==> src/hpia_defs.svh <==
// constants of the host port indirect access block
`ifndef HPIA_DEFS_SVH
`define HPIA_DEFS_SVH
`define HPIA_ADR_DATA_LOW   3'h0
`define HPIA_ADR_DATA_MID   3'h1
`define HPIA_ADR_DATA_TOP   3'h2
`define HPIA_ADR_SLEEP      3'h3
`define HPIA_ADR_PIN_SYNC   3'h4
`define HPIA_ADR_SOFT_SYNC  3'h5
`define HPIA_ADR_ADDR_LOW   3'h6
`define HPIA_ADR_TARGET     3'h7
`define HPIA_ACR_AUTOINC    7
`define HPIA_ACR_BCAST      6
`define HPIA_SLP_IOMAP      5
`define HPIA_PS_FIRST_ONLY  6
`define HPIA_PS_TOGGLE_IEN  7
`define HPIA_SS_TEST_SEL    6
`define HPIA_SS_PN_SEL      7
`define HPIA_INS_ALL        4'h0
`define HPIA_INS_CH012      4'h1
`define HPIA_INS_CH123      4'h2
`define HPIA_INS_ONE_CH     4'h4
`define HPIA_REG_RESET      8'h00
`define HPIA_NEG_FULL_SCALE 20'h80000
`define HPIA_PN_SEED        20'h00001
`endif

==> src/hpia_pkg.sv <==
// types of the host port indirect access block
package hpia_pkg;
    typedef enum logic [1:0] {HPIA_IDLE, HPIA_WAIT_REL} hpia_state_t;
endpackage : hpia_pkg

==> src/hpia_top.sv <==
// host microport register set with indirect internal access
//
// Contract
// - broadcast with instruction 0000 hits every chip and every channel.
// - broadcast 0001 hits channels 0..2, 0010 hits channels 1..3.
// - broadcast 0100 hits every chip, one channel from upper address bits.
// - broadcast 1000/1001 match identity bit 0; 11xx match identity bits 1:0.
// - access control bits 1:0 pick the channel unless multiple channels targeted.
// - readback invalid while broadcast high; host clears broadcast before reads.
// - address low register increments after each data low access when auto-increment set.
// - a one in soft sync bits 3..0 syncs channels watching that bit.
// - soft sync bit 4 adds chip start, bit 5 adds oscillator hop.
// - soft sync bit 6 selects test data; bit 7 picks random or negative full scale.
// - pin sync enables let the sync pin sync channels watching that position.
// - pin sync bit 4 starts chip, bit 5 hops oscillator on sync pulse.
// - pin sync bit 6 clear acts on every pulse; set acts on first only.
// - pin sync bit 7 toggles input enable internally to emulate multiplexed converter.
// - sleep bits 3..0 put matching channel into low power sleep.
// - sleep bit 5 makes the address index the input/output control map.
// - data low write moves up to 20 bits to the 10-bit internal address.
// - data low read launches internal read and returns low byte first.
// - data top register keeps four bits; upper bits dropped and read zero.
// - consecutive accesses accepted while chip select stays low, one per strobe.
// - bus mode low gives separate strobes, high gives data strobe with direction.
// - without broadcast, data low accesses act only when instruction equals the identity pins; other registers always accept.
// - access control at address 111: autoinc 7, broadcast 6, instr 5:2, addr 1:0.
`timescale 1ns/10ps
`include "hpia_defs.svh"
module hpia_top
(
    input  wire logic        CLK,
    input  wire logic        RESET_N,
    input  wire logic        CLK_EN,
    input  wire logic        MODE,
    input  wire logic        CS_N,
    input  wire logic        RD_N,
    input  wire logic        WR_N,
    input  wire logic [2:0]  ADDR,
    input  wire logic [7:0]  DATA_IN,
    output logic      [7:0]  DATA_OUT,
    output logic             DATA_OE,
    output logic             READY,
    input  wire logic [3:0]  CHIP_IDENTITY_PINS,
    input  wire logic        SYNC_PIN,
    output logic      [9:0]  INT_ADDR,
    output logic      [19:0] INT_WDATA,
    output logic             INT_WR,
    output logic             INT_RD,
    output logic      [3:0]  INT_CH_SEL,
    output logic             INT_IOMAP,
    input  wire logic [19:0] INT_RDATA,
    input  wire logic        INT_RVALID,
    input  wire logic [3:0]  ADC_DATA_IN,
    output logic      [19:0] TEST_DATA,
    output logic             TEST_SEL,
    output logic             INPUT_ENABLE_PIN,
    output logic      [3:0]  SYNC_POS,
    output logic             CHIP_START,
    output logic             OSC_HOP,
    output logic      [3:0]  CH_SLEEP
);
    // ------------------------------------------------------------
    // registers and pin synchronisers
    // ------------------------------------------------------------
    logic [7:0]  target_q;
    logic [7:0]  addr_low_q;
    logic [7:0]  soft_sync_q;
    logic [7:0]  pin_sync_q;
    logic [7:0]  sleep_q;
    logic [7:0]  data_low_q;
    logic [7:0]  data_mid_q;
    logic [3:0]  data_top_q;
    logic [2:0]  rs_q;
    logic [2:0]  ws_q;
    logic [2:0]  cs_q;
    logic [2:0]  sp_q;
    logic        first_seen_q;
    logic        ien_q;
    logic [19:0] pn_q;
    hpia_pkg::hpia_state_t state_q;

    // decide chip hit and channel set for the current instruction
    function automatic logic [4:0] hpia_decode
    (
        input logic [7:0] access_target_ctrl,
        input logic [3:0] id
    );
        logic [3:0] ins;
        logic [3:0] one;
        logic       hit;
        logic [3:0] chs;
        ins = access_target_ctrl[5:2];
        one = 4'h1 << access_target_ctrl[1:0];
        hit = 1'b0;
        chs = one;
        if (!access_target_ctrl[`HPIA_ACR_BCAST])
            hit = (ins == id);
        else
        begin
            case (ins)
                `HPIA_INS_ALL:    begin hit = 1'b1; chs = 4'hf; end
                `HPIA_INS_CH012:  begin hit = 1'b1; chs = 4'h7; end
                `HPIA_INS_CH123:  begin hit = 1'b1; chs = 4'he; end
                `HPIA_INS_ONE_CH: hit = 1'b1;
                4'h8, 4'h9:       hit = (id[0] == ins[0]);
                4'hc, 4'hd, 4'he, 4'hf: hit = (id[1:0] == ins[1:0]);
                default:          hit = 1'b0;
            endcase
        end
        return {hit, chs};
    endfunction : hpia_decode

    // pins cross into clk domain through three flops
    always_ff @(posedge CLK)
    begin
        if (!RESET_N)
        begin
            rs_q <= 3'h7;
            ws_q <= 3'h7;
            cs_q <= 3'h7;
            sp_q <= 3'h0;
        end
        else if (CLK_EN)
        begin
            rs_q <= {rs_q[1:0], RD_N};
            ws_q <= {ws_q[1:0], WR_N};
            cs_q <= {cs_q[1:0], CS_N};
            sp_q <= {sp_q[1:0], SYNC_PIN};
        end
    end

    // ------------------------------------------------------------
    // strobe decode for both bus modes
    // ------------------------------------------------------------
    logic       rd_lvl;
    logic       wr_lvl;
    logic       rd_go;
    logic       wr_go;
    logic       sel_ok;
    logic [4:0] dec;
    logic       stable;
    logic       strobe_on;

    // stable only when second and third stages agree
    assign stable    = (rs_q[1] == rs_q[2]) && (ws_q[1] == ws_q[2]) && (cs_q[1] == cs_q[2]);
    // motorola: data strobe on rd pin, direction on wr pin
    assign rd_lvl    = MODE ? (!rs_q[2] && ws_q[2]) : !rs_q[2];
    assign wr_lvl    = MODE ? (!rs_q[2] && !ws_q[2]) : !ws_q[2];
    assign strobe_on = stable && !cs_q[2] && (rd_lvl || wr_lvl);
    assign dec       = hpia_decode(target_q, CHIP_IDENTITY_PINS);
    // every register but data low is always reachable; data low hits need decode
    assign sel_ok    = dec[4] || (ADDR != `HPIA_ADR_DATA_LOW);
    assign rd_go     = CLK_EN && state_q == hpia_pkg::HPIA_IDLE && strobe_on && rd_lvl;
    assign wr_go     = CLK_EN && state_q == hpia_pkg::HPIA_IDLE && strobe_on && wr_lvl;

    // one access per strobe: wait for release before the next
    always_ff @(posedge CLK)
    begin
        if (!RESET_N)
            state_q <= hpia_pkg::HPIA_IDLE;
        else if (CLK_EN)
        begin
            case (state_q)
                hpia_pkg::HPIA_IDLE:
                    if (strobe_on)
                        state_q <= hpia_pkg::HPIA_WAIT_REL;
                hpia_pkg::HPIA_WAIT_REL:
                    if (stable && (cs_q[2] || !(rd_lvl || wr_lvl)))
                        state_q <= hpia_pkg::HPIA_IDLE;
                default:
                    state_q <= hpia_pkg::HPIA_IDLE;
            endcase
        end
    end

    // ------------------------------------------------------------
    // control registers
    // ------------------------------------------------------------
    always_ff @(posedge CLK)
    begin
        if (!RESET_N)
        begin
            target_q    <= `HPIA_REG_RESET;
            soft_sync_q <= `HPIA_REG_RESET;
            pin_sync_q  <= `HPIA_REG_RESET;
            sleep_q     <= `HPIA_REG_RESET;
        end
        else if (wr_go)
        begin
            case (ADDR)
                `HPIA_ADR_TARGET:    target_q    <= DATA_IN;
                `HPIA_ADR_SOFT_SYNC: soft_sync_q <= DATA_IN;
                `HPIA_ADR_PIN_SYNC:  pin_sync_q  <= DATA_IN;
                `HPIA_ADR_SLEEP:     sleep_q     <= DATA_IN;
                default:             ;
            endcase
        end
    end

    // address low register with auto increment after data low access
    always_ff @(posedge CLK)
    begin
        if (!RESET_N)
            addr_low_q <= `HPIA_REG_RESET;
        else if (wr_go && ADDR == `HPIA_ADR_ADDR_LOW)
            addr_low_q <= DATA_IN;
        else if ((wr_go || rd_go) && ADDR == `HPIA_ADR_DATA_LOW && dec[4] && target_q[`HPIA_ACR_AUTOINC])
            addr_low_q <= addr_low_q + 8'h01;
    end

    // data holding registers; top keeps four bits only
    always_ff @(posedge CLK)
    begin
        if (!RESET_N)
        begin
            data_low_q <= `HPIA_REG_RESET;
            data_mid_q <= `HPIA_REG_RESET;
            data_top_q <= 4'h0;
        end
        else if (CLK_EN && INT_RVALID)
        begin
            data_low_q <= INT_RDATA[7:0];
            data_mid_q <= INT_RDATA[15:8];
            data_top_q <= INT_RDATA[19:16];
        end
        else if (wr_go)
        begin
            case (ADDR)
                `HPIA_ADR_DATA_LOW: if (dec[4]) data_low_q <= DATA_IN;
                `HPIA_ADR_DATA_MID: data_mid_q <= DATA_IN;
                `HPIA_ADR_DATA_TOP: data_top_q <= DATA_IN[3:0];
                default:            ;
            endcase
        end
    end

    // ------------------------------------------------------------
    // internal access launch
    // ------------------------------------------------------------
    always_ff @(posedge CLK)
    begin
        if (!RESET_N)
        begin
            INT_WR     <= 1'b0;
            INT_RD     <= 1'b0;
            INT_ADDR   <= 10'h000;
            INT_WDATA  <= 20'h00000;
            INT_CH_SEL <= 4'h0;
            INT_IOMAP  <= 1'b0;
        end
        else if (CLK_EN)
        begin
            // low byte write is the trigger, so high bytes must already stand
            INT_WR <= wr_go && ADDR == `HPIA_ADR_DATA_LOW && dec[4];
            INT_RD <= rd_go && ADDR == `HPIA_ADR_DATA_LOW && dec[4];
            if ((wr_go || rd_go) && ADDR == `HPIA_ADR_DATA_LOW && dec[4])
            begin
                INT_ADDR   <= {target_q[1:0], addr_low_q};
                INT_WDATA  <= {data_top_q, data_mid_q, DATA_IN};
                INT_CH_SEL <= dec[3:0];
                INT_IOMAP  <= sleep_q[`HPIA_SLP_IOMAP];
            end
        end
    end

    // ------------------------------------------------------------
    // read path and ready
    // ------------------------------------------------------------
    always_ff @(posedge CLK)
    begin
        if (!RESET_N)
        begin
            DATA_OUT <= 8'h00;
            DATA_OE  <= 1'b0;
            READY    <= 1'b1;
        end
        else if (CLK_EN)
        begin
            if (rd_go && sel_ok)
            begin
                DATA_OE <= !target_q[`HPIA_ACR_BCAST];
                case (ADDR)
                    `HPIA_ADR_DATA_LOW: DATA_OUT <= INT_RVALID ? INT_RDATA[7:0] : data_low_q;
                    `HPIA_ADR_DATA_MID: DATA_OUT <= data_mid_q;
                    `HPIA_ADR_DATA_TOP: DATA_OUT <= {4'h0, data_top_q};
                    `HPIA_ADR_ADDR_LOW: DATA_OUT <= addr_low_q;
                    `HPIA_ADR_TARGET:   DATA_OUT <= target_q;
                    default:            DATA_OUT <= 8'h00;            // write-only
                endcase
            end
            else if (state_q == hpia_pkg::HPIA_IDLE)
                DATA_OE <= 1'b0;
            // internal read answers after the take, so refresh the low byte
            if (INT_RVALID && state_q == hpia_pkg::HPIA_WAIT_REL)
                DATA_OUT <= INT_RDATA[7:0];
            READY <= !(strobe_on && state_q == hpia_pkg::HPIA_IDLE);
        end
    end

    // ------------------------------------------------------------
    // sync, start, hop, sleep
    // ------------------------------------------------------------
    logic pin_pulse;
    logic sp_prev_q;
    // rising edge of the settled pin; prev resets low like the idle pin
    assign pin_pulse = CLK_EN && (sp_q[1] == sp_q[2]) && sp_q[2] && !sp_prev_q;

    always_ff @(posedge CLK)
    begin
        if (!RESET_N)
        begin
            sp_prev_q    <= 1'b0;
            first_seen_q <= 1'b0;
        end
        else if (CLK_EN)
        begin
            if (sp_q[1] == sp_q[2])
                sp_prev_q <= sp_q[2];
            if (wr_go && ADDR == `HPIA_ADR_PIN_SYNC)
                first_seen_q <= 1'b0;                                // re-arm on write
            if (pin_pulse)
                first_seen_q <= 1'b1;
        end
    end

    logic pin_act;
    logic soft_act;
    assign pin_act  = pin_pulse && !(pin_sync_q[`HPIA_PS_FIRST_ONLY] && first_seen_q);
    assign soft_act = wr_go && ADDR == `HPIA_ADR_SOFT_SYNC && (DATA_IN[3:0] != 4'h0);

    always_ff @(posedge CLK)
    begin
        if (!RESET_N)
        begin
            SYNC_POS   <= 4'h0;
            CHIP_START <= 1'b0;
            OSC_HOP    <= 1'b0;
            CH_SLEEP   <= 4'h0;
        end
        else if (CLK_EN)
        begin
            CH_SLEEP <= sleep_q[3:0];
            if (soft_act)
            begin
                SYNC_POS   <= DATA_IN[3:0];
                CHIP_START <= DATA_IN[4];
                OSC_HOP    <= DATA_IN[5];
            end
            else if (pin_act)
            begin
                SYNC_POS   <= pin_sync_q[3:0];
                CHIP_START <= pin_sync_q[4];
                OSC_HOP    <= pin_sync_q[5];
            end
            else
            begin
                SYNC_POS   <= 4'h0;
                CHIP_START <= 1'b0;
                OSC_HOP    <= 1'b0;
            end
        end
    end

    // ------------------------------------------------------------
    // test data injection
    // ------------------------------------------------------------
    always_ff @(posedge CLK)
    begin
        if (!RESET_N)
        begin
            pn_q             <= `HPIA_PN_SEED;
            ien_q            <= 1'b1;
            TEST_DATA        <= 20'h00000;
            TEST_SEL         <= 1'b0;
            INPUT_ENABLE_PIN <= 1'b1;
        end
        else if (CLK_EN)
        begin
            pn_q     <= {pn_q[18:0], pn_q[19] ^ pn_q[16]};
            TEST_SEL <= soft_sync_q[`HPIA_SS_TEST_SEL];
            if (!soft_sync_q[`HPIA_SS_TEST_SEL])
                TEST_DATA <= {16'h0000, ADC_DATA_IN};
            else if (soft_sync_q[`HPIA_SS_PN_SEL])
                TEST_DATA <= pn_q;
            else
                TEST_DATA <= `HPIA_NEG_FULL_SCALE;
            // toggling mimics a two-channel multiplexed converter
            ien_q            <= pin_sync_q[`HPIA_PS_TOGGLE_IEN] ? !ien_q : 1'b1;
            INPUT_ENABLE_PIN <= ien_q;
        end
    end

endmodule : hpia_top

==> config.mk <==
export PLATFORM = sky130hd
export DESIGN_NAME = hpia_top
export DESIGN_NICKNAME = d
export VERILOG_FILES = /design/src/hpia_pkg.sv /design/src/hpia_top.sv
export VERILOG_INCLUDE_DIRS = /design/src /design/src/src
export SDC_FILE = /design/constraint.sdc
export NUM_CORES = 1
export LEC_CHECK = 0
export ABC_AREA = 0
export BUFFER_PORTS_ARGS = -buffer_cell sky130_fd_sc_hd__buf_2
export CAP_MARGIN = 40
export CORE_ASPECT_RATIO = 0.8
export CORE_MARGIN = 2
export CORE_UTILIZATION = 50
export CTS_CLUSTER_SIZE = 24
export DETAILED_ROUTE_END_ITERATION = 10
export PLACE_DENSITY_LB_ADDON = 0.08
export SKIP_LAST_GASP = 1
export SLEW_MARGIN = 10
export SYNTH_ARGS = -nofsm -noshare
export SYNTH_HDL_FRONTEND = slang
export SYNTH_SLANG_ARGS = --single-unit
==> constraint.sdc <==
create_clock -name CLK -period 4.3 [get_ports CLK]
set_input_delay 0.215 -clock CLK [delete_from_list [all_inputs] [get_ports CLK]]
set_output_delay 0.215 -clock CLK [all_outputs]
set_load 0.02 [all_outputs]
==> flow_metrics.tcl, run 1 <==
set metrics [dict create \
    drc 0 \
    synth-seq-area-share 0.463 \
    synth.largest_area_cell "dfxtp_1" \
    synthDistinctLibCells 59 \
    crit_fanout 48 \
    grt_pass1_wl_um 30900 \
    syn_inst 789 \
    ios 127 \
    status "complete, no violations" \
    first_iter_violations 517 \
    start_util 0.507 \
    gp_congestion 0.918 \
    synth_fp_nets 838 \
    dr_total_vias 6162 \
    dp_hpwl_um 13100 \
    syn_area_um2 7180 \
    antenna_found_initial 1 \
    power_per_cell_area_nw_per_um2 376 \
    yosys-top-cells-area "dfxtp_1, mux2i_1, nor2_1" \
    synth-async-reset-ratio 0 \
    grtUsageTotal 0.261 \
    ctsResizeCount 0 \
    cts_tree "yes" \
    p_clk_frac 0.438 \
    startpoint_type "flop" \
    synth_top_area_share 0.463 \
    tightestPinTransition_ns 0.936 \
    final-max-slew-violation-count 0 \
    n_antenna_cell 0 \
    drive_above_1_share 0.206 \
    arrival_ns 2.74 \
    multiInputGateArea_um2 3570 \
    yosysMostFrequentCell "dfxtp_1" \
    max_freq_mhz 408 \
    syn_avg_cell_area_um2 9.10 \
    p_comb_frac 0.063 \
    p_switching_mw 0.754 \
    portBuffers 126 \
    cp_slowest_cell "buf_4" \
    ys_warn_count 0 \
    fin_nets 932 \
    max_cap_violations 0 \
    p_leak_nw 3.61 \
    clk_latency_ns 0.42 \
    overflow 0 \
    htreeDepth 4 \
    rsz0062_at_grt "false" \
    peakVddDrop_v 0.000267 \
    synth_flop_cell "dfxtp_1" \
    fin_setup_tns_ns 0 \
    slew_headroom 0.374 \
    path_cells "xnor2_1 -> nand4_1 -> a211oi_4 -> buf_4 -> mux2i_1 -> nor2_1" \
    seqCellArea_um2 3320 \
    clk_path_buf_depth 2 \
    cts_buffers 17 \
    final.setup.worst_slack_ns 1.85 \
    min_path_type "primary input to flop" \
    min_period_ns 2.45 \
    core_area_um2 14200 \
    clkTransAtPathRegs_ns 0.06 \
    path_class "flop to flop" \
    hold_buffers 0 \
    end_kind "flop" \
    min_period_over_period 0.570 \
    place_ws_ns 1.82 \
    viasPerCell 5.72 \
    synth_edf_count 0 \
    ys_ff_latch 166 \
    cts_setup_buffers 0 \
    synth_common_cells "dfxtp_1, mux2i_1, nor2_1, nand2_1, clkbuf_1" \
    grt_pass1_vias 5872 \
    max_stage_delay_ns 0.56 \
    nFillCells 1299 \
    internal-power_mw 2.40 \
    clock-sinks 166 \
    routedWlPerCell_um 17.9 \
    switching_share 0.239 \
    detail-route-antenna-nets 0 \
    area_growth_pct 16.9 \
    grt_max_degree 77 \
    pwr-share-seq 0.500 \
    die_h_um 111 \
    die_w_um 138 \
    worstPathRequired_ns 4.59 \
    die_area_um2 15300 \
    hold_viol_final 0 \
    wl_um 19300 \
    rows 39 \
    cts-root-buf "clkbuf_16" \
    setup_viol 0 \
    clock_skew_ns 0.00717 \
    firstDrtPassIters 5 \
]
## placed cells by master, fill, tap and decap left out, types with 3 or more instances in the layout
cell type and n:
o22a_1 3, clkbuf_16 17, nand2_1 74, nand2b_1 6, a211oi_1 6, a21oi_1 35
nor3_1 5, inv_1 5, nor2b_1 8, o22ai_1 3, nor3b_1 4, clkbuf_8 3
o311ai_0 4, a22o_1 3, nand4_1 3, nor2_1 116, mux2i_1 117, xnor2_1 8
clkinv_2 6, o21ai_0 39, a22oi_1 23, nand3_1 38, a311oi_1 13, a211oi_2 4
buf_2 127, dfxtp_1 166, a31oi_1 4, xor2_1 4, buf_4 8
## critical path, delay by kind of cell (launching register included)
family | cells | cell delay, ns
buf+inv | 1 | 0.56
simple gates | 2 | 0.46
flops | 1 | 0.37
compound gates | 1 | 0.34
xor+xnor | 1 | 0.30
mux | 1 | 0.27
## flip-flops by register name (all words and copies together), names as in the netlist, 2 cells and up
| signal | flops |
|---|---|
| SYNC_POS | 4 |
| soft_sync_q | 2 |
| INT_CH_SEL | 4 |
| DATA_OUT | 8 |
| INT_WDATA | 20 |
| cs_q | 3 |
| data_low_q | 8 |
| pn_q | 20 |
| data_top_q | 4 |
| sp_q | 3 |
| pin_sync_q | 8 |
| target_q | 8 |
| addr_low_q | 8 |
| INT_ADDR | 10 |
| TEST_DATA | 20 |
| ws_q | 3 |
| data_mid_q | 8 |
| rs_q | 3 |
| CH_SLEEP | 4 |
| sleep_q | 5 |
## worst paths after layout
kind | startpoint | endpoint | slack, ns | cells past startpoint
setup reg to reg | target_q[2] | INT_WDATA[8] | 1.85 | 6
hold reg to reg | INT_WDATA[7] | INT_WDATA[7] | 0.46 | 2
setup / recovery | target_q[2] | INT_WDATA[8] | 1.85 | 6
hold / removal | RD_N | rs_q[0] | 0.02 | 3
## power groups by stage
stage          clock (mW)  combinational (mW)  sequential (mW)
6_report             1.38               0.197             1.58
3_3_place_gp            0               0.189             1.61
3_5_place_dp            0               0.193             1.61
5_1_grt              1.48               0.213             1.58
2_1_floorplan           0               0.124             1.61
4_1_cts              1.40               0.193             1.58
## final cells by class
class | count | area share
multi-input cells | 555 | 0.426
clock inverters | 8 | 0.00596
flip-flops and latches | 166 | 0.396
inverters | 7 | 0.00328
clock buffers | 22 | 0.0565
well taps | 184 | 0.0274
repair buffers | 136 | 0.0847
## kinds of logic (layout without fill, tap and decap cells)
family / after synthesis / after routing / share of synthesized area
xor gates and xnor gates: 12 / 12 / 0.0146
buffers and inverters: 68 / 173 / 0.0403
adders and majority gates: 2 / 2 / 0.00331
DFF: 166 / 166 / 0.463
AOI/OAI and AO/OA: 151 / 151 / 0.144
and+or+nand+nor: 272 / 272 / 0.171
muxes: 118 / 118 / 0.165
## routing by layer
| layer | routed length [um] | vias up | global-route usage |
|---|---|---|---|
| li1 | - | 2977 | - |
| met1 | 9160 | 2933 | 0.371 |
| met2 | 8530 | 218 | 0.381 |
| met3 | 1260 | 32 | 0.0626 |
| met4 | 347 | 2 | 0.0973 |
| met5 | 13 | - | 0 |
## per-stage QoR
stage                     cell area (um^2)  power [mW]  utilization  hold WS [ns]  instances
final                                 8390        3.15        0.593        0.0228       1078
after global routing                  8390        3.27        0.593        0.0140       1078
after floorplan                       7180        1.73            -         0.343        789
after detailed placement              7850        1.80        0.555         0.447       1047
after global placement                7850        1.80        0.554         0.441       1046
after CTS                             8380        3.17        0.592       0.00651       1077
(Power assumes the default switching activity.)
==> inputs of run 2 (changes only) <==
- ABC_AREA: 0 -> 1
- clock period: 4.3 -> 2.6 ns (I/O delays scaled with it)
==> run 2 against run 1 <==
Via count rose by 15%. Critical path depth rose by 5. Routed wire length rose by 2.7%. First-iteration DRC count rose by 25%. Maximum frequency rose by 18%. Non-clock buffer count rose by 7. Clock power rose by 94%. Synthesized cell count rose by 34%. Global-route usage fell by 0.31 points. Setup slack got worse by 1.3 ns. Largest cell class unchanged. Highest routed layer is now met4.
==> flow_metrics.tcl, run 2 <==
set metrics [dict create \
    status "complete, no violations" \
    cts-root-buf "clkbuf_16" \
    dp_hpwl_um 13500 \
    synth.largest_area_cell "dfxtp_1" \
    p_total_mw 5.68 \
    synthDistinctLibCells 31 \
    synth_flop_cell "dfxtp_1" \
    drc 0 \
    synth_top_area_share 0.452 \
    hold_viol_final 0 \
    path_cells "inv_2 -> nand2_1 -> nand2_1 -> nor2_4 -> nand4_4 -> nor2_8 -> nand3_1 -> nand2_1 -> nand3_1 -> nand2_1 -> inv_1" \
    grt_pass1_vias 6494 \
    fin_area_um2 8710 \
    arrival_ns 2.41 \
    slew_headroom 0.549 \
    grt_pass1_wl_um 32700 \
    antenna_found_initial 0 \
    final.setup.worst_slack_ns 0.520 \
    clk_path_buf_depth 2 \
    synth_edf_count 0 \
    setup_viol 0 \
    overflow 0 \
    synth_common_cells "nand2_1, dfxtp_1, a21oi_1, nor2_1, nand3_1" \
    peakVddDrop_v 0.000461 \
    grt_max_degree 65 \
    die_h_um 112 \
    p_leak_nw 3.82 \
    place_area_um2 8010 \
    routedWlPerCell_um 14.6 \
    min_path_type "primary input to flop" \
    synth-async-reset-ratio 0 \
    htreeDepth 4 \
    min_period_ns 2.08 \
    max_cap_violations 0 \
    worstPathRequired_ns 2.93 \
    cp_slowest_cell "nor2_8" \
    start_util 0.513 \
    final-max-slew-violation-count 0 \
    cts_setup_buffers 0 \
    portBuffers 126 \
    reg.largest.list "INT_WDATA: 20 flops, TEST_DATA: 20 flops, pn_q: 20 flops" \
    end_kind "flop" \
    n_antenna_cell 0 \
    power_per_cell_area_nw_per_um2 652 \
    rsz0062_at_grt "false" \
    nFillCells 1432 \
    clkTransAtPathRegs_ns 0.07 \
    yosys-top-cells-area "dfxtp_1, nand2_1, a21oi_1" \
    synth-seq-area-share 0.452 \
    max_stage_delay_ns 0.41 \
    place_ws_ns 0.571 \
    ios 127 \
    cp_common_cell "nand2_1" \
    rows 39 \
    ctsResizeCount 0 \
    startpoint_type "flop" \
    detail-route-antenna-nets 0 \
    dr_total_vias 7108 \
    min_period_over_period 0.800 \
    crit_fanout 37 \
    path_class "flop to flop" \
    final_common_cell "nand2_1" \
    wl_um 19800 \
    syn_area_um2 7360 \
    max_freq_mhz 481 \
    area_growth_pct 18.4 \
    dp.cells 1323 \
    hold_ws_ns 0.0280 \
    min_path_cells 5 \
    hold_buffers 8 \
    gp_congestion 0.899 \
    fin_setup_tns_ns 0 \
    most-common-layout-cells "nand2_1, dfxtp_1, a21oi_1, buf_2, nor2_1" \
    core_area_um2 14300 \
    die_w_um 140 \
    clock-sinks 166 \
    tightestPinTransition_ns 0.671 \
    clk_latency_ns 0.43 \
    yosysMostFrequentCell "nand2_1" \
    ys_ff_latch 166 \
    synth_fp_nets 1110 \
    grtUsageTotal 0.258 \
    drive_above_1_share 0.163 \
    syn_inst 1061 \
    clock_skew_ns 0.00996 \
    stdcell_count 1363 \
    die_area_um2 15700 \
    ys_warn_count 0 \
    reg2reg_depth 11 \
    firstDrtPassIters 5 \
    cts_buffers 17 \
    cts_tree "yes" \
    final_util 0.607 \
    viasPerCell 5.21 \
    syn_avg_cell_area_um2 6.93 \
    fin_nets 1215 \
    first_iter_violations 647 \
]
-- run 2: cell count changes in the layout (fill, tap and decap cells not counted), sizes merged, moves of 22 or more --
cell | before | now
nand2 | 74 | 327
a21oi | 35 | 140
o21ai | 39 | 61
a22oi | 23 | 0
inv | 6 | 69
mux2i | 117 | 0
nand3 | 38 | 73
-- run 2: kinds of logic after synthesis --
| kind of cell | after synthesis | share of synthesized area |
|---|---|---|
| compound gates | 210 | 0.145 |
| mux | 2 | 0.00306 |
| simple gates | 548 | 0.314 |
| flops | 166 | 0.452 |
| buf+inv | 126 | 0.0754 |
| xor+xnor | 8 | 0.00953 |
| fa+ha+maj | 1 | 0.00170 |
-- run 2: critical path, delay by kind of cell, from the launching register on --
| kind | cells | cell delay (ns) |
|---|---|---|
| flip-flops | 1 | 0.39 |
| AND/OR/NAND/NOR | 9 | 1.48 |
| buffers and inverters | 2 | 0.09 |
-- run 2: path summary, 6_finish.rpt --
path | endpoint | start | slack, ns
min | data_mid_q[4] | INT_RDATA[12] | 0.03
min reg2reg | INPUT_ENABLE_PIN | INPUT_ENABLE_PIN | 0.46
max | SYNC_POS[3] | ws_q[2] | 0.52
max reg2reg | SYNC_POS[3] | ws_q[2] | 0.52
-- run 2: cell type report --
class | count | area [um^2] | share of cell area
timing repair buffer | 143 | 791 | 0.0908
sequential | 166 | 3320 | 0.381
clock buffer | 17 | 425 | 0.0488
clock inverter | 15 | 199 | 0.0228
inverter | 69 | 265 | 0.0304
multi-input combinational | 769 | 3480 | 0.399
tap | 184 | 230 | 0.0264
-- run 2: where the power goes --
group	internal, mW	total [mW]	switching (mW)
clock	1.61	2.68	1.07
combinational	0.114	0.381	0.266
sequential	2.59	2.62	0.0302
-- run 2: per-layer routing --
metal	routed length, um	vias to the layer above	global-route usage	share of wire
li1	-	3651	-	-
met1	10000	3223	0.381	0.50
met4	195	0	0.0607	0.0098
met5	0	-	0	0
met3	1360	16	0.0602	0.069
met2	8270	218	0.382	0.42
